--- src/rtl/rmtl_defs.svh ---
// Constants for the receiver modem timing and level register bank.
// Assumes inclusion by bare name from the package and the modules.
`ifndef RMTL_DEFS_SVH
`define RMTL_DEFS_SVH

// ----------------------------------------------------------------------
// Register indexes (byte address is four times the index)
// ----------------------------------------------------------------------
`define RMTL_IDX_NCO_MID      8'h22
`define RMTL_IDX_NCO_LOW      8'h23
`define RMTL_IDX_GAIN_HIGH    8'h24
`define RMTL_IDX_GAIN_LOW     8'h25
`define RMTL_IDX_LEVEL        8'h26
`define RMTL_IDX_THRESH       8'h27
`define RMTL_IDX_ANT1         8'h28
`define RMTL_IDX_ANT2         8'h29
`define RMTL_IDX_FC_LIMIT     8'h2a
`define RMTL_IDX_FC_HIGH      8'h2b
`define RMTL_IDX_OOK_CTL      8'h2c
`define RMTL_IDX_OOK_LOW      8'h2d
`define RMTL_IDX_IRQ_STATUS   8'h40
`define RMTL_IDX_IRQ_MASK     8'h41
`define RMTL_IDX_MANCH        8'h42

// ----------------------------------------------------------------------
// Reset values
// ----------------------------------------------------------------------
`define RMTL_RST_NCO_MID      8'h00
`define RMTL_RST_NCO_LOW      8'hae
`define RMTL_RST_GAIN_HIGH    8'h02
`define RMTL_RST_GAIN_LOW     8'h00
`define RMTL_RST_LEVEL        8'h00
`define RMTL_RST_THRESH       8'h1e
`define RMTL_RST_ANT          8'h00
`define RMTL_RST_FC_LIMIT     8'h2a
`define RMTL_RST_OOK_CTL      8'h2c
`define RMTL_RST_OOK_LOW      8'h00
`define RMTL_RST_IRQ_MASK     8'h00

// ----------------------------------------------------------------------
// Field positions
// ----------------------------------------------------------------------
`define RMTL_OOK_FRZ_BIT      5
`define RMTL_OOK_PEAK_BIT     4
`define RMTL_OOK_MA_BIT       3
`define RMTL_HI3_MASK         8'h07
`define RMTL_OOK_RW_MASK      8'h3f
`define RMTL_IRQ_CCA_BIT      0
`define RMTL_IRQ_SYNC_BIT     1
`define RMTL_IRQ_MASK_BITS    8'h03
`define RMTL_NCO_WIDTH        20

`endif

--- src/rtl/rmtl_pkg.sv ---
// Types shared by the receiver modem timing and level register bank.
// Assumes the constants header is on the include path.
`include "rmtl_defs.svh"

package rmtl_pkg;

    // ------------------------------------------------------------------
    // Bus carriers
    // ------------------------------------------------------------------
    typedef struct packed {
        logic        awvalid;
        logic [31:0] awaddr;
        logic        wvalid;
        logic [31:0] wdata;
        logic [3:0]  wstrb;
        logic        bready;
        logic        arvalid;
        logic [31:0] araddr;
        logic        rready;
    } rmtl_axi_req_t;

    typedef struct packed {
        logic        awready;
        logic        wready;
        logic        bvalid;
        logic [1:0]  bresp;
        logic        arready;
        logic        rvalid;
        logic [31:0] rdata;
        logic [1:0]  rresp;
    } rmtl_axi_rsp_t;

    // ------------------------------------------------------------------
    // Modem side carriers
    // ------------------------------------------------------------------
    typedef struct packed {
        logic [7:0] level;
        logic [7:0] ant1;
        logic [7:0] ant2;
        logic       meas_valid;
        logic [9:0] fc_value;
        logic       sync_found;
    } rmtl_modem_in_t;

    typedef struct packed {
        logic [19:0] nco_offset;
        logic [10:0] timing_gain;
        logic [7:0]  fc_limit;
        logic        ook_freeze;
        logic        peak_det_en;
        logic        ma_en;
        logic [10:0] ook_count;
        logic        manch_flag;
    } rmtl_modem_ctl_t;

    typedef struct packed {
        logic [7:0] index;
        logic       hit;
    } rmtl_decode_t;

    typedef enum logic [2:0] {
        RMTL_R_IDLE = 3'b001,
        RMTL_R_DATA = 3'b010,
        RMTL_R_WAIT = 3'b100
    } rmtl_rd_state_t;

endpackage

--- src/rtl/rmtl_capture.sv ---
// Captures the frequency correction once per reception.
// Assumes sync_found is a one-cycle pulse in the clock domain.
`timescale 1ns/1ps

module rmtl_capture #(
    parameter int WIDTH = 10
) (
    // Clock and reset
    input  wire logic             clk_in,
    input  wire logic             rstn_in,
    // Capture
    input  wire logic             sync_in,
    input  wire logic [WIDTH-1:0] value_in,
    output logic      [WIDTH-1:0] held_out,
    output logic                  event_out
);
    if (WIDTH < 1) begin : g_width_check
        $error("WIDTH must be positive.");
    end

    // Load only on the sync pulse, hold otherwise.
    always_ff @(posedge clk_in or negedge rstn_in) begin
        if (!rstn_in) begin
            held_out <= '0;
        end else if (sync_in) begin
            held_out <= value_in;
        end
    end

    always_ff @(posedge clk_in or negedge rstn_in) begin
        if (!rstn_in) begin
            event_out <= 1'b0;
        end else begin
            event_out <= sync_in;
        end
    end
endmodule // rmtl_capture

--- src/rtl/rmtl_level.sv ---
// Holds the measured signal levels and flags each new level above the threshold.
// Assumes meas_valid marks a new set of measurements.
`timescale 1ns/1ps
`include "rmtl_defs.svh"

module rmtl_level (
    // Clock and reset
    input  wire logic       clk_in,
    input  wire logic       rstn_in,
    // Measurements
    input  wire logic       valid_in,
    input  wire logic [7:0] level_in,
    input  wire logic [7:0] ant1_in,
    input  wire logic [7:0] ant2_in,
    input  wire logic [7:0] thresh_in,
    // Held values and threshold event
    output logic      [7:0] level_out,
    output logic      [7:0] ant1_out,
    output logic      [7:0] ant2_out,
    output logic            above_out
);
    always_ff @(posedge clk_in or negedge rstn_in) begin
        if (!rstn_in) begin
            level_out <= `RMTL_RST_LEVEL;
            ant1_out  <= `RMTL_RST_ANT;
            ant2_out  <= `RMTL_RST_ANT;
        end else if (valid_in) begin
            level_out <= level_in;
            ant1_out  <= ant1_in;
            ant2_out  <= ant2_in;
        end
    end

    // One-cycle event when a new level is above the threshold.
    always_ff @(posedge clk_in or negedge rstn_in) begin
        if (!rstn_in) begin
            above_out <= 1'b0;
        end else begin
            above_out <= valid_in && (level_in > thresh_in);
        end
    end
endmodule // rmtl_level

--- src/rtl/rmtl_top.sv ---
// Register bank for modem timing, signal levels and on-off keying.
// Assumes an AXI4-Lite master and a modem core in the same clock domain.
// Operation
// - NCO offset middle and low bytes, read/write
// - NCO offset is twenty bits overall
// - Eleven-bit timing loop gain across two registers
// - Manchester flag is one when enabled
// - Signal level read-only, zero after reset
// - Level above threshold raises clear-channel interrupt
// - Two read-only antenna level registers
// - Frequency correction limiter, read/write, resets 0x2a
// - Ten-bit correction split across two registers
// - Correction captured once at sync word
// - Freeze bit holds on-off gain control
// - Peak detector enabled by bit four
// - Moving average enabled by bit three
// - Eleven-bit on-off counter, read/write
`timescale 1ns/1ps
`include "rmtl_defs.svh"

module rmtl_top
    import rmtl_pkg::*;
(
    // Clock and reset
    input  wire logic                      clk_in,
    input  wire logic                      rstn_in,
    // AXI4-Lite slave
    input  wire rmtl_pkg::rmtl_axi_req_t   axi_req_in,
    output rmtl_pkg::rmtl_axi_rsp_t        axi_rsp_out,
    // Modem core
    input  wire rmtl_pkg::rmtl_modem_in_t  modem_in,
    output rmtl_pkg::rmtl_modem_ctl_t      modem_ctl_out,
    // Interrupt
    output logic                           irq_out
);
    import rmtl_pkg::*;

    // ------------------------------------------------------------------
    // Reset release
    // ------------------------------------------------------------------
    logic rst_meta_r;
    logic rstn_r;

    always_ff @(posedge clk_in or negedge rstn_in) begin
        if (!rstn_in) begin
            rst_meta_r <= 1'b0;
            rstn_r     <= 1'b0;
        end else begin
            rst_meta_r <= 1'b1;
            rstn_r     <= rst_meta_r;
        end
    end

    // ------------------------------------------------------------------
    // Address decode
    // ------------------------------------------------------------------
    function automatic rmtl_decode_t decode(input logic [31:0] addr);
        rmtl_decode_t d;
        d.index = addr[9:2];
        d.hit   = (addr[31:10] == 22'h00_0000) && (addr[1:0] == 2'b00);
        return d;
    endfunction

    // ------------------------------------------------------------------
    // Registers
    // ------------------------------------------------------------------
    logic [7:0] nco_mid_r;
    logic [7:0] nco_low_r;
    logic [3:0] nco_top_r;
    logic [2:0] gain_high_r;
    logic [7:0] gain_low_r;
    logic [7:0] thresh_r;
    logic [7:0] fc_limit_r;
    logic [5:0] ook_ctl_r;
    logic [7:0] ook_low_r;
    logic [7:0] irq_mask_r;
    logic [7:0] irq_stat_r;
    logic       manch_r;

    logic [7:0] level_w;
    logic [7:0] ant1_w;
    logic [7:0] ant2_w;
    logic       above_w;
    logic [9:0] fc_w;
    logic       sync_ev_w;

    // ------------------------------------------------------------------
    // Write channel
    // ------------------------------------------------------------------
    logic        aw_held_r;
    logic [31:0] aw_addr_r;
    logic        w_held_r;
    logic [31:0] w_data_r;
    logic [3:0]  w_strb_r;
    logic        bvalid_r;
    logic [1:0]  bresp_r;
    logic        awready_r;
    logic        wready_r;
    logic        wr_go;
    logic        wr_en;
    rmtl_decode_t wr_dec;
    logic [7:0]  wr_byte;

    assign wr_go   = aw_held_r && w_held_r && !bvalid_r;
    assign wr_dec  = decode(aw_addr_r);
    assign wr_en   = wr_go && wr_dec.hit && w_strb_r[0];
    assign wr_byte = w_data_r[7:0];

    always_ff @(posedge clk_in or negedge rstn_r) begin
        if (!rstn_r) begin
            aw_held_r <= 1'b0;
            aw_addr_r <= 32'h0000_0000;
            awready_r <= 1'b0;
        end else begin
            awready_r <= !aw_held_r && !axi_req_in.awvalid;
            if (axi_req_in.awvalid && awready_r) begin
                aw_held_r <= 1'b1;
                aw_addr_r <= axi_req_in.awaddr;
                awready_r <= 1'b0;
            end else if (wr_go) begin
                aw_held_r <= 1'b0;
            end
            if (!aw_held_r && !(axi_req_in.awvalid && awready_r)) begin
                awready_r <= 1'b1;
            end
        end
    end

    always_ff @(posedge clk_in or negedge rstn_r) begin
        if (!rstn_r) begin
            w_held_r <= 1'b0;
            w_data_r <= 32'h0000_0000;
            w_strb_r <= 4'h0;
            wready_r <= 1'b0;
        end else begin
            if (axi_req_in.wvalid && wready_r) begin
                w_held_r <= 1'b1;
                w_data_r <= axi_req_in.wdata;
                w_strb_r <= axi_req_in.wstrb;
                wready_r <= 1'b0;
            end else begin
                if (wr_go) begin
                    w_held_r <= 1'b0;
                end
                wready_r <= !w_held_r;
            end
        end
    end

    always_ff @(posedge clk_in or negedge rstn_r) begin
        if (!rstn_r) begin
            bvalid_r <= 1'b0;
            bresp_r  <= 2'b00;
        end else if (wr_go) begin
            bvalid_r <= 1'b1;
            bresp_r  <= wr_dec.hit ? 2'b00 : 2'b10;
        end else if (bvalid_r && axi_req_in.bready) begin
            bvalid_r <= 1'b0;
        end
    end

    // ------------------------------------------------------------------
    // Control registers
    // ------------------------------------------------------------------
    always_ff @(posedge clk_in or negedge rstn_r) begin
        if (!rstn_r) begin
            nco_mid_r   <= `RMTL_RST_NCO_MID;
            nco_low_r   <= `RMTL_RST_NCO_LOW;
            nco_top_r   <= 4'h0;
            gain_high_r <= 3'(`RMTL_RST_GAIN_HIGH & `RMTL_HI3_MASK);
            gain_low_r  <= `RMTL_RST_GAIN_LOW;
            thresh_r    <= `RMTL_RST_THRESH;
            fc_limit_r  <= `RMTL_RST_FC_LIMIT;
            ook_ctl_r   <= 6'(`RMTL_RST_OOK_CTL & `RMTL_OOK_RW_MASK);
            ook_low_r   <= `RMTL_RST_OOK_LOW;
            irq_mask_r  <= `RMTL_RST_IRQ_MASK;
            manch_r     <= 1'b0;
        end else if (wr_en) begin
            unique case (wr_dec.index)
                `RMTL_IDX_NCO_MID:   nco_mid_r  <= wr_byte;
                `RMTL_IDX_NCO_LOW:   nco_low_r  <= wr_byte;
                `RMTL_IDX_GAIN_HIGH: begin
                    gain_high_r <= wr_byte[2:0];
                end
                `RMTL_IDX_GAIN_LOW:  gain_low_r <= wr_byte;
                `RMTL_IDX_THRESH:    thresh_r   <= wr_byte;
                `RMTL_IDX_FC_LIMIT:  fc_limit_r <= wr_byte;
                `RMTL_IDX_OOK_CTL: begin
                    ook_ctl_r <= wr_byte[5:0];
                end
                `RMTL_IDX_OOK_LOW:   ook_low_r  <= wr_byte;
                `RMTL_IDX_IRQ_MASK: begin
                    irq_mask_r <= wr_byte & `RMTL_IRQ_MASK_BITS;
                end
                `RMTL_IDX_MANCH: begin
                    manch_r   <= wr_byte[0];
                    nco_top_r <= wr_byte[7:4];
                end
                default: ;
            endcase
        end
    end

    // ------------------------------------------------------------------
    // Read channel
    // ------------------------------------------------------------------
    rmtl_rd_state_t rd_state_r;
    logic [31:0]    rdata_r;
    logic [1:0]     rresp_r;
    logic           arready_r;
    rmtl_decode_t   rd_dec;
    logic           rd_take;
    logic           stat_clr;
    logic [7:0]     rd_byte;

    assign rd_dec   = decode(axi_req_in.araddr);
    assign rd_take  = axi_req_in.arvalid && arready_r;
    assign stat_clr = rd_take && rd_dec.hit &&
                      (rd_dec.index == `RMTL_IDX_IRQ_STATUS);

    always_comb begin
        rd_byte = 8'h00;
        unique case (rd_dec.index)
            `RMTL_IDX_NCO_MID:    rd_byte = nco_mid_r;
            `RMTL_IDX_NCO_LOW:    rd_byte = nco_low_r;
            `RMTL_IDX_GAIN_HIGH:  rd_byte = {5'b0_0000, gain_high_r};
            `RMTL_IDX_GAIN_LOW:   rd_byte = gain_low_r;
            `RMTL_IDX_LEVEL:      rd_byte = level_w;
            `RMTL_IDX_THRESH:     rd_byte = thresh_r;
            `RMTL_IDX_ANT1:       rd_byte = ant1_w;
            `RMTL_IDX_ANT2:       rd_byte = ant2_w;
            `RMTL_IDX_FC_LIMIT:   rd_byte = fc_limit_r;
            `RMTL_IDX_FC_HIGH:    rd_byte = fc_w[9:2];
            `RMTL_IDX_OOK_CTL:    rd_byte = {fc_w[1:0], ook_ctl_r};
            `RMTL_IDX_OOK_LOW:    rd_byte = ook_low_r;
            `RMTL_IDX_IRQ_STATUS: rd_byte = irq_stat_r;
            `RMTL_IDX_IRQ_MASK:   rd_byte = irq_mask_r;
            `RMTL_IDX_MANCH:      rd_byte = {nco_top_r, 3'b000, manch_r};
            default:              rd_byte = 8'h00;
        endcase
    end

    always_ff @(posedge clk_in or negedge rstn_r) begin
        if (!rstn_r) begin
            rd_state_r <= RMTL_R_WAIT;
            arready_r  <= 1'b0;
            rdata_r    <= 32'h0000_0000;
            rresp_r    <= 2'b00;
        end else begin
            unique case (rd_state_r)
                RMTL_R_WAIT: begin
                    arready_r  <= 1'b1;
                    rd_state_r <= RMTL_R_IDLE;
                end
                RMTL_R_IDLE: begin
                    if (rd_take) begin
                        arready_r  <= 1'b0;
                        rdata_r    <= rd_dec.hit ? {24'h00_0000, rd_byte}
                                                 : 32'h0000_0000;
                        rresp_r    <= rd_dec.hit ? 2'b00 : 2'b10;
                        rd_state_r <= RMTL_R_DATA;
                    end
                end
                RMTL_R_DATA: begin
                    if (axi_req_in.rready) begin
                        arready_r  <= 1'b1;
                        rd_state_r <= RMTL_R_IDLE;
                    end
                end
            endcase
        end
    end

    // ------------------------------------------------------------------
    // Interrupts
    // ------------------------------------------------------------------
    logic [7:0] irq_set;

    always_comb begin
        irq_set = 8'h00;
        irq_set[`RMTL_IRQ_CCA_BIT]  = above_w;
        irq_set[`RMTL_IRQ_SYNC_BIT] = sync_ev_w;
    end

    // A new event wins over the clear caused by a status read.
    always_ff @(posedge clk_in or negedge rstn_r) begin
        if (!rstn_r) begin
            irq_stat_r <= 8'h00;
        end else begin
            irq_stat_r <= (stat_clr ? 8'h00 : irq_stat_r) | irq_set;
        end
    end

    always_ff @(posedge clk_in or negedge rstn_r) begin
        if (!rstn_r) begin
            irq_out <= 1'b0;
        end else begin
            irq_out <= |(((stat_clr ? 8'h00 : irq_stat_r) | irq_set)
                         & irq_mask_r);
        end
    end

    // ------------------------------------------------------------------
    // Modem control outputs
    // ------------------------------------------------------------------
    always_ff @(posedge clk_in or negedge rstn_r) begin
        if (!rstn_r) begin
            modem_ctl_out <= '0;
        end else begin
            modem_ctl_out.nco_offset  <= {nco_top_r, nco_mid_r,
                                          nco_low_r};
            modem_ctl_out.timing_gain <= {gain_high_r, gain_low_r};
            modem_ctl_out.fc_limit    <= fc_limit_r;
            modem_ctl_out.ook_freeze  <=
                ook_ctl_r[`RMTL_OOK_FRZ_BIT];
            modem_ctl_out.peak_det_en <=
                ook_ctl_r[`RMTL_OOK_PEAK_BIT];
            modem_ctl_out.ma_en       <=
                ook_ctl_r[`RMTL_OOK_MA_BIT];
            modem_ctl_out.ook_count   <= {ook_ctl_r[2:0], ook_low_r};
            modem_ctl_out.manch_flag  <= manch_r;
        end
    end

    always_comb begin
        axi_rsp_out         = '0;
        axi_rsp_out.awready = awready_r;
        axi_rsp_out.wready  = wready_r;
        axi_rsp_out.bvalid  = bvalid_r;
        axi_rsp_out.bresp   = bresp_r;
        axi_rsp_out.arready = arready_r;
        axi_rsp_out.rvalid  = (rd_state_r == RMTL_R_DATA);
        axi_rsp_out.rdata   = rdata_r;
        axi_rsp_out.rresp   = rresp_r;
    end

    // ------------------------------------------------------------------
    // Sub-blocks
    // ------------------------------------------------------------------
    rmtl_level u_level (
        .clk_in    (clk_in),
        .rstn_in   (rstn_r),
        .valid_in  (modem_in.meas_valid),
        .level_in  (modem_in.level),
        .ant1_in   (modem_in.ant1),
        .ant2_in   (modem_in.ant2),
        .thresh_in (thresh_r),
        .level_out (level_w),
        .ant1_out  (ant1_w),
        .ant2_out  (ant2_w),
        .above_out (above_w)
    );

    rmtl_capture #(
        .WIDTH (10)
    ) u_capture (
        .clk_in    (clk_in),
        .rstn_in   (rstn_r),
        .sync_in   (modem_in.sync_found),
        .value_in  (modem_in.fc_value),
        .held_out  (fc_w),
        .event_out (sync_ev_w)
    );
endmodule // rmtl_top

--- config.mk ---
export PLATFORM = sky130hd
export DESIGN_NAME = rmtl_top
export DESIGN_NICKNAME = d
export VERILOG_FILES = /design/src/rtl/rmtl_pkg.sv /design/src/rtl/rmtl_capture.sv /design/src/rtl/rmtl_level.sv /design/src/rtl/rmtl_top.sv
export VERILOG_INCLUDE_DIRS = /design/src /design/src/rtl
export SDC_FILE = /design/constraint.sdc
export NUM_CORES = 1
export LEC_CHECK = 0
export BUFFER_PORTS_ARGS = -buffer_cell sky130_fd_sc_hd__buf_4
export CAP_MARGIN = 20
export CORE_ASPECT_RATIO = 1.1
export CORE_MARGIN = 3
export CORE_UTILIZATION = 53
export DETAILED_ROUTE_END_ITERATION = 6
export PLACE_DENSITY = 0.8
export SLEW_MARGIN = 20
export SYNTH_ARGS = -nofsm -noshare
export SYNTH_HDL_FRONTEND = slang
export SYNTH_SLANG_ARGS = --single-unit
--- constraint.sdc ---
create_clock -name clk_in -period 8.2 [get_ports clk_in]
set_clock_uncertainty 0.2 [all_clocks]
set_input_delay 2.46 -clock clk_in [delete_from_list [all_inputs] [get_ports clk_in]]
set_output_delay 2.46 -clock clk_in [all_outputs]
set_load 0.01 [all_outputs]
### After elaboration in Yosys (flattened, before gate mapping)

Index checks and enable logic that the tools add are counted.

| cells by class | value |
|---|---|
| order comparisons | 1 |
| equal/unequal tests | 30 |
| multiplexer cells | 19 |
| bitwise logic cells | 2 |
| reductions and logical operators | 40 |

Operators with widths:

| cell | count |
|---|---|
| == test 8 x 6 -> 1 bit, second input constant | 20 |
| case mux 8 bit (15 select lines) | 1 |
| zero test 22 bit | 2 |
| == test 8 x 7 -> 1 bit, second input constant | 5 |
| AND reduction 2 bit | 12 |
| 2-to-1 mux 8 bit | 2 |
| logical AND 1 bit | 15 |
| 2-to-1 mux 1 bit | 10 |
| case mux 3 bit (3 select lines) | 1 |
| bitwise AND 8 x 2 -> 8 bit | 1 |
| > comparator 8 bit | 1 |
| bitwise OR 8 x 2 -> 8 bit | 1 |
| OR reduction 8 bit | 1 |
| 2-to-1 mux 3 bit | 2 |
| nonzero test 2 bit | 3 |
| zero test 1 bit | 5 |
| zero test 2 bit | 2 |
| 2-to-1 mux 2 bit | 2 |
| inequality test 2 bit, second input constant | 2 |
| == test 3 x 1 -> 1 bit, second input constant | 1 |
| == test 3 x 2 -> 1 bit, second input constant | 1 |
| == test 3 bit, second input constant | 1 |
| case mux 1 bit (3 select lines) | 1 |

| word-level totals | value |
|---|---|
| register bits after elaboration | 251 |
| output and inout port bits | 96 |

### Depth between registers and ports, before layout

Gate-level depths: netlist (run 1).

| logic depth | value |
|---|---|
| depth in word-level cells | 8 |
| mapped depth | 9 |

### Cells and area by module

A second synthesis (run 1) with hierarchy kept.

| unflattened totals | value |
|---|---|
| cells, all modules | 681 |
| area, all modules | 9472.8 µm² |

Modules (own cells, without submodules):

| module | times used | cells an instance | area each (µm²) | sequential area each (µm²) |
|---|---|---|---|---|
| rmtl_top | 1 | 580 | 7820.0 | 4575.6 |
| rmtl_level | 1 | 79 | 1216.2 | 625.6 |
| rmtl_capture | 1 | 22 | 436.7 | 275.3 |

### Least setup slack after synthesis (run 1)

OpenSTA, ideal clock, no wires.

| path | value |
|---|---|
| path kind | input to register |
| from | in axi_req_in[7] in the netlist's numbering |
| to | reg rdata_r[5] |
| setup time | 0.096 ns |
| arrival | 3.974 ns |
| required time | 7.904 ns |
| slack | 3.931 ns |
| cell stages on the path | 7 |
| buffers on the path | 1 |
| path through | or4b_1 > buf_2 > nor3b_4 > a211o_1 > a221o_2 > a21oi_1 > a311oi_2 |

| on the way | value |
|---|---|
| longest elaborated chain between the ends | 3 |
| elaborated cells between the ends (all ways) | 17 |
| classes of those cells | eq/ne (15); mux (2) |

RTL lines:

| what | line | text |
|---|---|---|
| start, declared | rmtl_top.sv:28 | `input wire rmtl_pkg::rmtl_axi_req_t axi_req_in,` |
| == test 8 x 7 -> 1 bit / == test 8 x 6 -> 1 bit (equally long branches) | rmtl_top.sv:223 | `unique case (rd_dec.index)` |
| case mux 8 bit (15 select lines) * | rmtl_top.sv:223 |  |
| 2-to-1 mux 8 bit * | rmtl_top.sv:258 | `rdata_r <= rd_dec.hit ? {24'h00_0000, rd_byte}` |
| end signal, assigned | rmtl_top.sv:258 |  |
| end, declared | rmtl_top.sv:208 | `logic [31:0] rdata_r;` |

Every way passes the cells marked *; elsewhere a longest branch is shown, timed or not.
A chain may end at the register's enable or synchronous reset.

### Worst setup path after layout (run 1)

| path | value |
|---|---|
| from | in axi_req_in[7] in the netlist's numbering |
| to | reg rdata_r[2] |

The elaborated chain is that of the path after synthesis.

==> results.py, run 1 <==
metrics = {
    "sta": {
        "period_share": 0.546,
        "maxSlewHeadroom": 0.329,
        "whs_ps": 148,
        "period_minus_slack_ps": 4480,
        "finalHoldViolCount": 0,
        "setup_viol": 0,
        "tightest_slew_ps": 1000,
        "setup_tns_ps": 0,
        "clock.fmax_mhz": 223,
        "slew_violations": 0,
        "setup_slack_ps": 3720,
        "rsz0062_at_grt": "false",
    },
    "global_route": {
        "antenna_found_initial": 0,
        "grt_max_degree": 82,
        "grt_use_met2": 0.412,
        "overflow": 0,
        "grt_use_met3": 0.0571,
        "grt_pass1_wl_mm": 36.5,
        "grt_use_total": 0.245,
        "use_met1": 0.329,
        "grt_pass1_vias": 6459,
        "busiest_layer": "met2",
    },
    "place": {
        "placed_area_um2": 10600,
        "gp_congestion": 0.940,
        "port_buffers": 185,
        "hpwl_mm": 16.4,
        "dp_slack_ps": 3320,
    },
    "route": {
        "drc": 0,
        "first_pass_iters": 6,
        "wl_mm": 23.2,
        "drtAntennaViolNets": 0,
        "via_per_inst": 5.59,
        "drt_iter0_drc": 379,
        "routedWlPerCell_um": 21.0,
        "vias": 6195,
    },
    "yosys": {
        "synth_warnings": 0,
        "synth_cell_type_count": 60,
        "netlist_area_um2": 9170,
        "synth-seq-cells": 218,
        "synthArstFlopShare": 1.00,
        "yosysSeqAreaShare": 0.597,
        "synth-main-ff-cell": "dfrtp_1",
        "synth_edf_count": 0,
        "syn_area_per_cell_um2": 13.4,
        "netlist_instances": 684,
    },
    "worst_setup_path": {
        "critical_path_arrival_ps": 4700,
        "worst_ep_required_time_ps": 8420,
        "r2r_start": "aw_addr_r[25]$_DFFE_PN0P_",
        "critPathCaptureType": "flop",
        "worstSetupPathType": "in -> reg",
        "r2r_setup_slack_ps": 5340,
        "cp-start-kind": "input pin",
        "cp-startpoint": "axi_req_in[7]",
        "critPathMaxFanout": 9,
    },
    "cts": {
        "htreeDepth": 1,
        "cts.repair.resized": 0,
        "cts_buffers": 22,
        "cts_setup_buffers": 0,
        "clk_pin_slew_worst_paths_ps": 70,
        "clockBufferDepth": 3,
        "insertion_delay_ps": 500,
        "cts_tree": "yes",
        "cts.hold.buffers_added": 0,
        "cts_root_buf": "clkbuf_16",
        "cts.sinks": 218,
    },
    "power": {
        "p_sw_frac": 0.255,
        "leakagePower_nw": 5.39,
        "pwr-share-clk": 0.373,
        "irDropWorstVdd_uv": 221,
        "switchingPower_mw": 0.695,
        "powerDensity_nw_per_um2": 239,
        "seq_power_share": 0.498,
        "combinationalPowerShare": 0.129,
        "internal-power_mw": 2.03,
    },
    "hold_path": {
        "min_from": "rst_meta_r$_DFF_PN0_",
        "hp-class": "reg -> reg",
    },
    "outcome": {
        "status": "finished, final reports clean",
    },
    "die": {
        "ios": 239,
        "design.die.area_um2": 18900,
        "coreArea_um2": 16700,
        "die_x_um": 131,
        "initial_core_util": 0.550,
        "placementRows": 49,
        "die_h_um": 144,
    },
    "run": {
        "maxCapViolations": 0,
    },
    "finish": {
        "nNetsFinal": 1015,
        "fin_area_um2": 11400,
        "drive_above_1_share": 0.466,
        "syn_to_final_growth_pct": 24.1,
        "nFillCells": 1238,
        "diodes": 0,
    },
}
## power by group through the flow
| stage | Combinational (mW) | Clock [mW] | Sequential [mW] |
|---|---|---|---|
| floorplan | 0.275 | 0 | 1.31 |
| global placement | 0.343 | 0 | 1.37 |
| finish | 0.352 | 1.02 | 1.36 |
| detailed placement | 0.355 | 0 | 1.37 |
| CTS | 0.356 | 1.03 | 1.35 |
| global route | 0.387 | 1.08 | 1.37 |
## stage by stage
stage / cells / total power, mW / utilization
after CTS: 1109 / 2.74 / 0.682
after detailed placement: 1069 / 1.73 / 0.637
after global routing: 1109 / 2.84 / 0.682
after global placement: 1069 / 1.71 / 0.637
after floorplan: 710 / 1.59 / -
final: 1109 / 2.72 / 0.682
## state kept, by name, indices dropped and copies added (netlist names), 2 cells and up
register / count
nco_top_r: 4
nco_mid_r: 8
rd_state_r: 3
ook_low_r: 8
rdata_r: 8
nco_low_r: 8
u_level.ant2_out: 8
aw_addr_r: 32
gain_high_r: 3
irq_stat_r: 2
w_data_r: 8
gain_low_r: 8
u_level.level_out: 8
thresh_r: 8
u_capture.held_out: 10
ook_ctl_r: 6
irq_mask_r: 2
modem_ctl_out: 54
u_level.ant1_out: 8
fc_limit_r: 8
## critical path, stage by stage
cell	delay (ps)
buf_4	130
or4b_1	760
nor4_2	720
nand2_1	120
a31oi_1	200
a311oi_1	110
o21ai_1	190
## Yosys cell counts, drive strengths merged, types with 3 or more instances
| cell type | count | area [µm²] |
|---|---|---|
| ha | 8 | 100 |
| a221oi | 4 | 41.3 |
| nand2b | 8 | 50.1 |
| a311oi | 4 | 41.3 |
| nor2b | 11 | 68.8 |
| o21ai | 16 | 80.1 |
| a22o | 4 | 35.0 |
| o22ai | 4 | 25.0 |
| nand4 | 11 | 68.8 |
| dfrtp | 201 | 5030 |
| nand3 | 18 | 95.1 |
| nand3b | 3 | 22.5 |
| a21oi | 16 | 80.1 |
| a22oi | 12 | 90.1 |
| nand2 | 29 | 111 |
| nor3 | 11 | 65.1 |
| nor2 | 17 | 71.3 |
| clkbuf | 12 | 45.0 |
| a31oi | 3 | 18.8 |
| dfstp | 17 | 447 |
| inv | 14 | 52.6 |
| a21o | 5 | 37.5 |
| and2 | 3 | 18.8 |
| buf | 47 | 307 |
| mux2 | 151 | 1700 |
| or4 | 3 | 22.5 |
| nor4 | 15 | 106 |
| mux2i | 7 | 70.1 |
| o211ai | 3 | 22.5 |
## routing by layer
| metal | share of wire | wire length (µm) |
|---|---|---|
| met5 | 0 | 0 |
| met4 | 0.020 | 461 |
| met3 | 0.084 | 1950 |
| met2 | 0.48 | 11200 |
| met1 | 0.42 | 9660 |
## cell usage in the layout (no fill, tap or decap), drive strengths merged, types with 2 or more instances in the layout
master / synthesis / final
clkbuf: 12 / 34
o22ai: 4 / 4
nand2: 29 / 29
a211oi: 2 / 2
ha: 8 / 8
o21ai: 16 / 16
inv: 14 / 14
a311oi: 4 / 4
dfstp: 17 / 17
and2: 3 / 3
and3: 2 / 2
clkinv: 0 / 5
and4: 2 / 2
mux2: 151 / 151
a21oi: 16 / 16
nor4: 15 / 15
nand3b: 3 / 3
a32oi: 2 / 2
nor2b: 11 / 11
a31oi: 3 / 3
nor2: 17 / 17
buf: 47 / 189
a22oi: 12 / 12
a221oi: 4 / 4
o211ai: 3 / 3
a21o: 5 / 5
nand2b: 8 / 8
nand4: 11 / 11
conb: 2 / 28
nor3: 11 / 11
a22o: 4 / 4
mux2i: 7 / 7
or3: 2 / 2
nand3: 18 / 18
or4: 3 / 3
dfrtp: 201 / 201
## cell type report
type                       count  area, µm²  area share
sequential                   218       5480       0.482
inverter                      14       52.6     0.00462
tap                          229        287      0.0252
multi-input combinational    419       3390       0.298
timing repair buffer         189       1420       0.125
clock inverter                 6       55.1     0.00484
clock buffer                  34        697      0.0612
## path summary, 6_finish.rpt
path | depth (start not counted) | end
min in group asynchronous | 0 | modem_ctl_out[25]$_DFF_PN0_
worst min register to register | 0 | rstn_r$_DFF_PN0_
worst max register to register | 5 | gain_low_r[1]$_DFFE_PN0P_
max in group asynchronous | 1 | modem_ctl_out[51]$_DFF_PN0_
worst max-delay path | 7 | rdata_r[2]$_DFFE_PN0P_
worst min-delay path | 0 | rstn_r$_DFF_PN0_
## logic make-up (layout without fill, tap and decap cells)
| logic type | after synthesis | count (layout) | synth area share |
|---|---|---|---|
| multiplexers | 159 | 159 | 0.195 |
| AO/OA/AOI/OAI | 84 | 84 | 0.0641 |
| adder cells (fa/ha/maj) | 8 | 8 | 0.0109 |
| other | 2 | 28 | 0.000819 |
| AND/OR/NAND/NOR | 139 | 139 | 0.0867 |
| XOR/XNOR | 1 | 1 | 0.000955 |
| flip-flops | 218 | 218 | 0.597 |
| buffers and inverters | 73 | 243 | 0.0441 |
No activity file was read; power rests on OpenSTA's default activity.
==> inputs of run 2 (changes only) <==
--- a/config.mk
+++ b/config.mk
@@ -10,9 +10,9 @@
 export CAP_MARGIN = 20
 export CORE_ASPECT_RATIO = 1.1
 export CORE_MARGIN = 3
-export CORE_UTILIZATION = 53
+export CORE_UTILIZATION = 48
 export DETAILED_ROUTE_END_ITERATION = 6
-export PLACE_DENSITY = 0.8
+export PLACE_DENSITY = 0.76
 export SLEW_MARGIN = 20
 export SYNTH_ARGS = -nofsm -noshare
 export SYNTH_HDL_FRONTEND = slang
==> constraint.sdc (replaced) <==
create_clock -name clk_in -period 3.9 [get_ports clk_in]
set_clock_uncertainty 0.2 [all_clocks]
set_input_delay 1.17 -clock clk_in [delete_from_list [all_inputs] [get_ports clk_in]]
set_output_delay 1.17 -clock clk_in [all_outputs]
set_load 0.01 [all_outputs]
==> run 2 against run 1 <==
Effect of this change: the flow now finishes with violations (design-rule violations); critical path type unchanged; routed wire length is 1.4% higher; via count is 0.55% higher; global-route usage is 2.0 points lower; clock power is 100% higher; highest routed layer unchanged; critical endpoint is now rdata_r[1]$_DFFE_PN0P_; sequential power is 110% higher.
==> results.py, run 2 (same netlist as run 1, synthesis figures left out) <==
metrics = {
    "finish": {
        "top_regs": "modem_ctl_out: 54 flops, aw_addr_r: 32 flops, u_capture.held_out: 10 flops",
        "drive_above_1_share": 0.469,
        "largest_reg_flops": 54,
        "nFillCells": 1479,
        "post-route-util": 0.615,
        "nNetsFinal": 1022,
        "regMostFlops": "modem_ctl_out",
        "layout.cells.most_common_list": "dfrtp_1, buf_4, mux2_2",
        "seq_area_um2": 5480,
        "multi_input_area_um2": 3390,
        "diodes": 0,
        "layout_commonest_cell": "dfrtp_1",
        "syn_to_final_growth_pct": 24.7,
    },
    "sta": {
        "rsz0062_at_grt": "false",
        "period_minus_slack_ps": 3050,
        "period_share": 0.782,
        "slew_violations": 0,
        "setup_tns_ps": 0,
        "maxSlewHeadroom": 0.396,
        "clock.fmax_mhz": 328,
        "tightest_slew_ps": 901,
        "setup_viol": 0,
        "finalHoldViolCount": 0,
    },
    "route": {
        "routedWlPerCell_um": 20.9,
        "wl_mm": 23.6,
        "vias": 6229,
        "drc": 3,
        "drt_iter0_drc": 496,
        "via_per_inst": 5.51,
        "drtAntennaViolNets": 0,
        "first_pass_iters": 7,
    },
    "place": {
        "gp_congestion": 0.952,
        "port_buffers": 185,
        "hpwl_mm": 17.0,
    },
    "global_route": {
        "grt_max_degree": 91,
        "antenna_found_initial": 0,
        "overflow": 0,
        "grt_use_total": 0.225,
        "grt_pass1_vias": 6384,
        "grt_pass1_wl_mm": 35.6,
    },
    "die": {
        "coreArea_um2": 18600,
        "initial_core_util": 0.493,
        "design.die.area_um2": 20800,
        "ios": 239,
        "die_h_um": 151,
        "placementRows": 52,
        "die_x_um": 138,
    },
    "cts": {
        "clockBufferDepth": 3,
        "clk_pin_slew_worst_paths_ps": 60,
        "htreeDepth": 1,
        "cts.hold.buffers_added": 0,
        "cts.sinks": 218,
        "cts_tree": "yes",
        "insertion_delay_ps": 510,
        "cts_root_buf": "clkbuf_16",
        "cts_buffers": 23,
        "cts.repair.resized": 0,
        "cts_setup_buffers": 0,
    },
    "worst_setup_path": {
        "worst_ep_required_time_ps": 4120,
        "cp-start-kind": "input pin",
        "critPathMaxFanout": 9,
        "worstSetupPathType": "in -> reg",
        "critical_path_arrival_ps": 3270,
        "critPathCaptureType": "flop",
    },
    "run": {
        "maxCapViolations": 0,
    },
    "power": {
        "irDropWorstVdd_uv": 528,
        "leakagePower_nw": 5.41,
        "powerDensity_nw_per_um2": 494,
    },
    "outcome": {
        "violations": "design-rule violations",
        "status": "finished, violations left",
    },
    "hold_path": {
        "hp-class": "reg -> async",
    },
}
run 2: routing by layer:
metal	up-vias	global-route usage	routed length, µm
met5	-	0	0
met4	0	0.0563	566
met3	45	0.0478	2210
met2	304	0.382	11500
met1	3065	0.297	9300
li1	2815	-	-
run 2: path summary, 6_finish.rpt:
check                           slack (ps)  cells past startpoint                           to                      start
worst max-delay path                   850                      7       rdata_r[1]$_DFFE_PN0P_              axi_req_in[7]
worst min-delay path                   120                      0  modem_ctl_out[36]$_DFF_PN0_           rstn_r$_DFF_PN0_
worst max register to register        1090                      6     ook_low_r[7]$_DFFE_PN0P_  aw_addr_r[20]$_DFFE_PN0P_
worst min register to register         120                      0  modem_ctl_out[36]$_DFF_PN0_           rstn_r$_DFF_PN0_
max in group asynchronous             2510                      1    fc_limit_r[1]$_DFFE_PN1P_           rstn_r$_DFF_PN0_
min in group clk_in                    150                      0             rstn_r$_DFF_PN0_       rst_meta_r$_DFF_PN0_
run 2: report_power, final:
part | internal, mW | total (mW) | leakage (nW) | switching (mW)
Combinational | 0.425 | 0.753 | 2.29 | 0.327
Clock | 1.16 | 2.04 | 0.349 | 0.876
Sequential | 2.55 | 2.85 | 2.77 | 0.303
run 2: stage by stage:
step | cell area (µm²) | cells | setup slack [ps] | total power [mW] | hold WS [ps]
after detailed placement | 10700 | 1089 | 392 | 3.66 | 140
after CTS | 11400 | 1130 | 911 | 5.70 | 148
final | 11400 | 1130 | 851 | 5.65 | 122
after floorplan | 9270 | 710 | 130 | 3.34 | 131
after global routing | 11400 | 1130 | 755 | 5.91 | 161
after global placement | 10700 | 1089 | 400 | 3.61 | 139
run 2: cell type report:
class                           instances  area share
Sequential cell                       218       0.479
Multi-Input combinational cell        419       0.296
Timing Repair Buffer                  195       0.131
Clock buffer                           31      0.0564
Tap cell                              243      0.0266
Clock inverter                         10     0.00547
Inverter                               14     0.00459
run 2: worst max-delay path: stages:
cell     delay (ps)
buf_4           120
or4b_1          770
nor3b_4         540
a211o_1         160
a221o_2         150
nand3_2         140
o21ai_1         210
==> inputs of run 3 (changes only) <==
--- a/config.mk
+++ b/config.mk
@@ -6,6 +6,7 @@
 export SDC_FILE = /design/constraint.sdc
 export NUM_CORES = 1
 export LEC_CHECK = 0
+export ABC_AREA = 1
 export BUFFER_PORTS_ARGS = -buffer_cell sky130_fd_sc_hd__buf_4
 export CAP_MARGIN = 20
 export CORE_ASPECT_RATIO = 1.1
==> constraint.sdc (replaced) <==
create_clock -name clk_in -period 2.5 [get_ports clk_in]
set_clock_uncertainty 0.2 [all_clocks]
set_input_delay 0.75 -clock clk_in [delete_from_list [all_inputs] [get_ports clk_in]]
set_output_delay 0.75 -clock clk_in [all_outputs]
set_load 0.01 [all_outputs]
==> run 3 against run 2 <==
Effect of this change: register-to-register slack worse by 710 ps; the run now ends clean; sequential share of layout area down 2.7 points; critical path type is now reg -> out; routed wire length up 4.1%; sequential cell count unchanged; utilization up 1.1 points; non-clock buffer count up 20.
==> results.py, run 3 <==
metrics = {
    "route": {
        "drc": 0,
        "routedWlPerCell_um": 16.4,
        "dr_wl_met3_mm": 1.94,
        "drt_iter0_drc": 602,
        "first_pass_iters": 5,
        "wl_mm": 24.5,
        "met1_length_mm": 9.83,
        "dr.max_layer_used": "met4",
        "drtAntennaViolNets": 0,
        "vias": 7566,
        "routed-wl-met2_mm": 11.9,
        "via_per_inst": 5.07,
    },
    "worst_setup_path": {
        "r2r_start": "bvalid_r$_DFFE_PN0P_",
        "worstReg2RegEnd": "ook_low_r[6]$_DFFE_PN0P_",
        "cpPeakStageDelay_ps": 410,
        "worst_ep_required_time_ps": 1550,
        "r2r_setup_slack_ps": 380,
        "cp-endpoint": "axi_rsp_out[34]",
        "cp.depth": 2,
        "crit_family": "flip-flops",
        "critPathCaptureType": "output pin",
        "critPathBufInv": 1,
        "cp-startpoint": "rd_state_r[0]$_DFFE_PN0P_",
        "reg2reg_depth": 10,
        "cp-start-kind": "flop",
        "critPathMaxFanout": 4,
        "crit_chain": "nor3_1, buf_4",
        "worstSetupPathType": "reg -> out",
        "critical_path_arrival_ps": 1360,
        "crit_slowest_cell": "dfrtp_1",
    },
    "yosys": {
        "ys_top_cells_by_area": "dfrtp_1, nand2_1, mux2_2",
        "synth_cell_type_count": 34,
        "synth_edf_count": 0,
        "synth_common_cells": "nand2_1, dfrtp_1, inv_1",
        "netlist_area_um2": 9610,
        "netlist_instances": 1025,
        "synth.most_common_cell": "nand2_1",
        "yosysSeqAreaShare": 0.570,
        "synth-seq-cells": 218,
        "syn_area_per_cell_um2": 9.38,
        "synth_warnings": 0,
        "synthArstFlopShare": 1.00,
        "synth-main-ff-cell": "dfrtp_1",
        "synth.top_cell.area_share": 0.523,
        "yosysTopAreaCell": "dfrtp_1",
    },
    "cts": {
        "cts_root_buf": "clkbuf_16",
        "cts_setup_buffers": 0,
        "htreeDepth": 1,
        "cts.hold.buffers_added": 2,
        "clockBufferDepth": 3,
        "cts.sinks": 218,
        "cts_buffers": 23,
        "insertion_delay_ps": 520,
        "clk_pin_slew_worst_paths_ps": 60,
        "cts_tree": "yes",
        "cts.repair.resized": 0,
    },
    "power": {
        "switchingPower_mw": 2.62,
        "p_total_mw": 9.24,
        "internal-power_mw": 6.62,
        "combinationalPowerShare": 0.161,
        "leakagePower_nw": 6.05,
        "irDropWorstVdd_uv": 694,
        "pwr-share-clk": 0.377,
        "seq_power_share": 0.462,
        "powerDensity_nw_per_um2": 763,
        "p_sw_frac": 0.283,
    },
    "sta": {
        "rsz0062_at_grt": "false",
        "whs_ps": 155,
        "maxSlewHeadroom": 0.313,
        "setup_tns_ps": 0,
        "finalHoldViolCount": 0,
        "period_minus_slack_ps": 2310,
        "setup_slack_ps": 185,
        "clock.fmax_mhz": 432,
        "setup_viol": 0,
        "period_share": 0.926,
        "slew_violations": 0,
        "tightest_slew_ps": 1030,
    },
    "die": {
        "initial_core_util": 0.496,
        "die_h_um": 154,
        "coreArea_um2": 19400,
        "placementRows": 53,
        "ios": 239,
        "die_x_um": 141,
        "design.die.area_um2": 21800,
    },
    "place": {
        "hpwl_mm": 18.3,
        "dp.cells": 1449,
        "gp_congestion": 0.916,
        "dp_slack_ps": 112,
        "port_buffers": 185,
    },
    "hold_path": {
        "hp-class": "reg -> reg",
    },
    "finish": {
        "syn_to_final_growth_pct": 26.1,
        "stdcell_count": 1493,
        "largest_reg_flops": 54,
        "diodes": 0,
        "layout_commonest_cell": "nand2_1",
        "top_regs": "modem_ctl_out: 54 flops, aw_addr_r: 32 flops, u_capture.held_out: 10 flops",
        "layout.cells.most_common_list": "nand2_1, buf_4, dfrtp_1",
        "regMostFlops": "modem_ctl_out",
        "nNetsFinal": 1380,
        "drive_above_1_share": 0.279,
    },
    "global_route": {
        "grt_max_degree": 84,
        "grt_pass1_wl_mm": 39.5,
        "grt_pass1_vias": 7494,
        "grt_use_total": 0.227,
        "overflow": 0,
        "antenna_found_initial": 0,
    },
    "run": {
        "maxCapViolations": 0,
    },
    "outcome": {
        "status": "finished, final reports clean",
    },
}
[run 3: power by group through the flow]
stage	registers (mW)	logic [mW]	clock network (mW)
after floorplan	4.24	1.03	0
after global placement	4.31	1.43	0
after detailed placement	4.33	1.48	0
after CTS	4.27	1.49	3.56
after global routing	4.32	1.64	3.71
final	4.27	1.49	3.48
[run 3: metrics by stage]
stage | cell area, µm² | util
after floorplan | 9710 | -
after global placement | 11300 | 0.584
after detailed placement | 11300 | 0.584
after CTS | 12100 | 0.626
after global routing | 12100 | 0.626
final | 12100 | 0.626
[run 3: worst min-delay path by stage]
stage,end,from,cells after the start,slack [ps]
global route,rstn_r$_DFF_PN0_,rst_meta_r$_DFF_PN0_,0,170
CTS,rstn_r$_DFF_PN0_,rst_meta_r$_DFF_PN0_,0,160
detailed placement,aw_addr_r[0]$_DFFE_PN0P_,rstn_r$_DFF_PN0_,0,-40
finish,rstn_r$_DFF_PN0_,rst_meta_r$_DFF_PN0_,0,150
floorplan,rstn_r$_DFF_PN0_,rst_meta_r$_DFF_PN0_,0,130
global placement,aw_addr_r[0]$_DFFE_PN0P_,rstn_r$_DFF_PN0_,0,-40
[run 3: cells by family after synthesis]
logic type,after synthesis,synth area share
muxes,51,0.0598
adders and majority gates,8,0.0104
and+or+nand+nor,473,0.219
DFF,218,0.570
AOI/OAI and AO/OA,95,0.0551
buffers and inverters,178,0.0855
other,2,0.000781
[run 3: worst reg2reg max path, cell delays in order (launching register included)]
cell and delay, ps:
dfrtp_1 370, inv_1 90, nand3_1 110, nor3_1 220, nand3_1 140, nor2_2 150
buf_12 210, nand3_1 300, nand2_1 160, nand2_1 60, inv_1 50
[run 3: area by class of cell]
class | count | area, µm²
clock inverters | 15 | 169
multi-input cells | 655 | 3420
flip-flops and latches | 218 | 5480
well taps | 247 | 309
clock buffers | 27 | 611
inverters | 116 | 437
fillers | 1619 | 7250
repair buffers | 215 | 1690
[run 3: per-layer routing]
layer  vias to the layer above  GRT usage
met4                         0     0.0766
met3                        56     0.0414
met1                      3534      0.305
met2                       286      0.373
li1                       3690          -
met5                         -          0
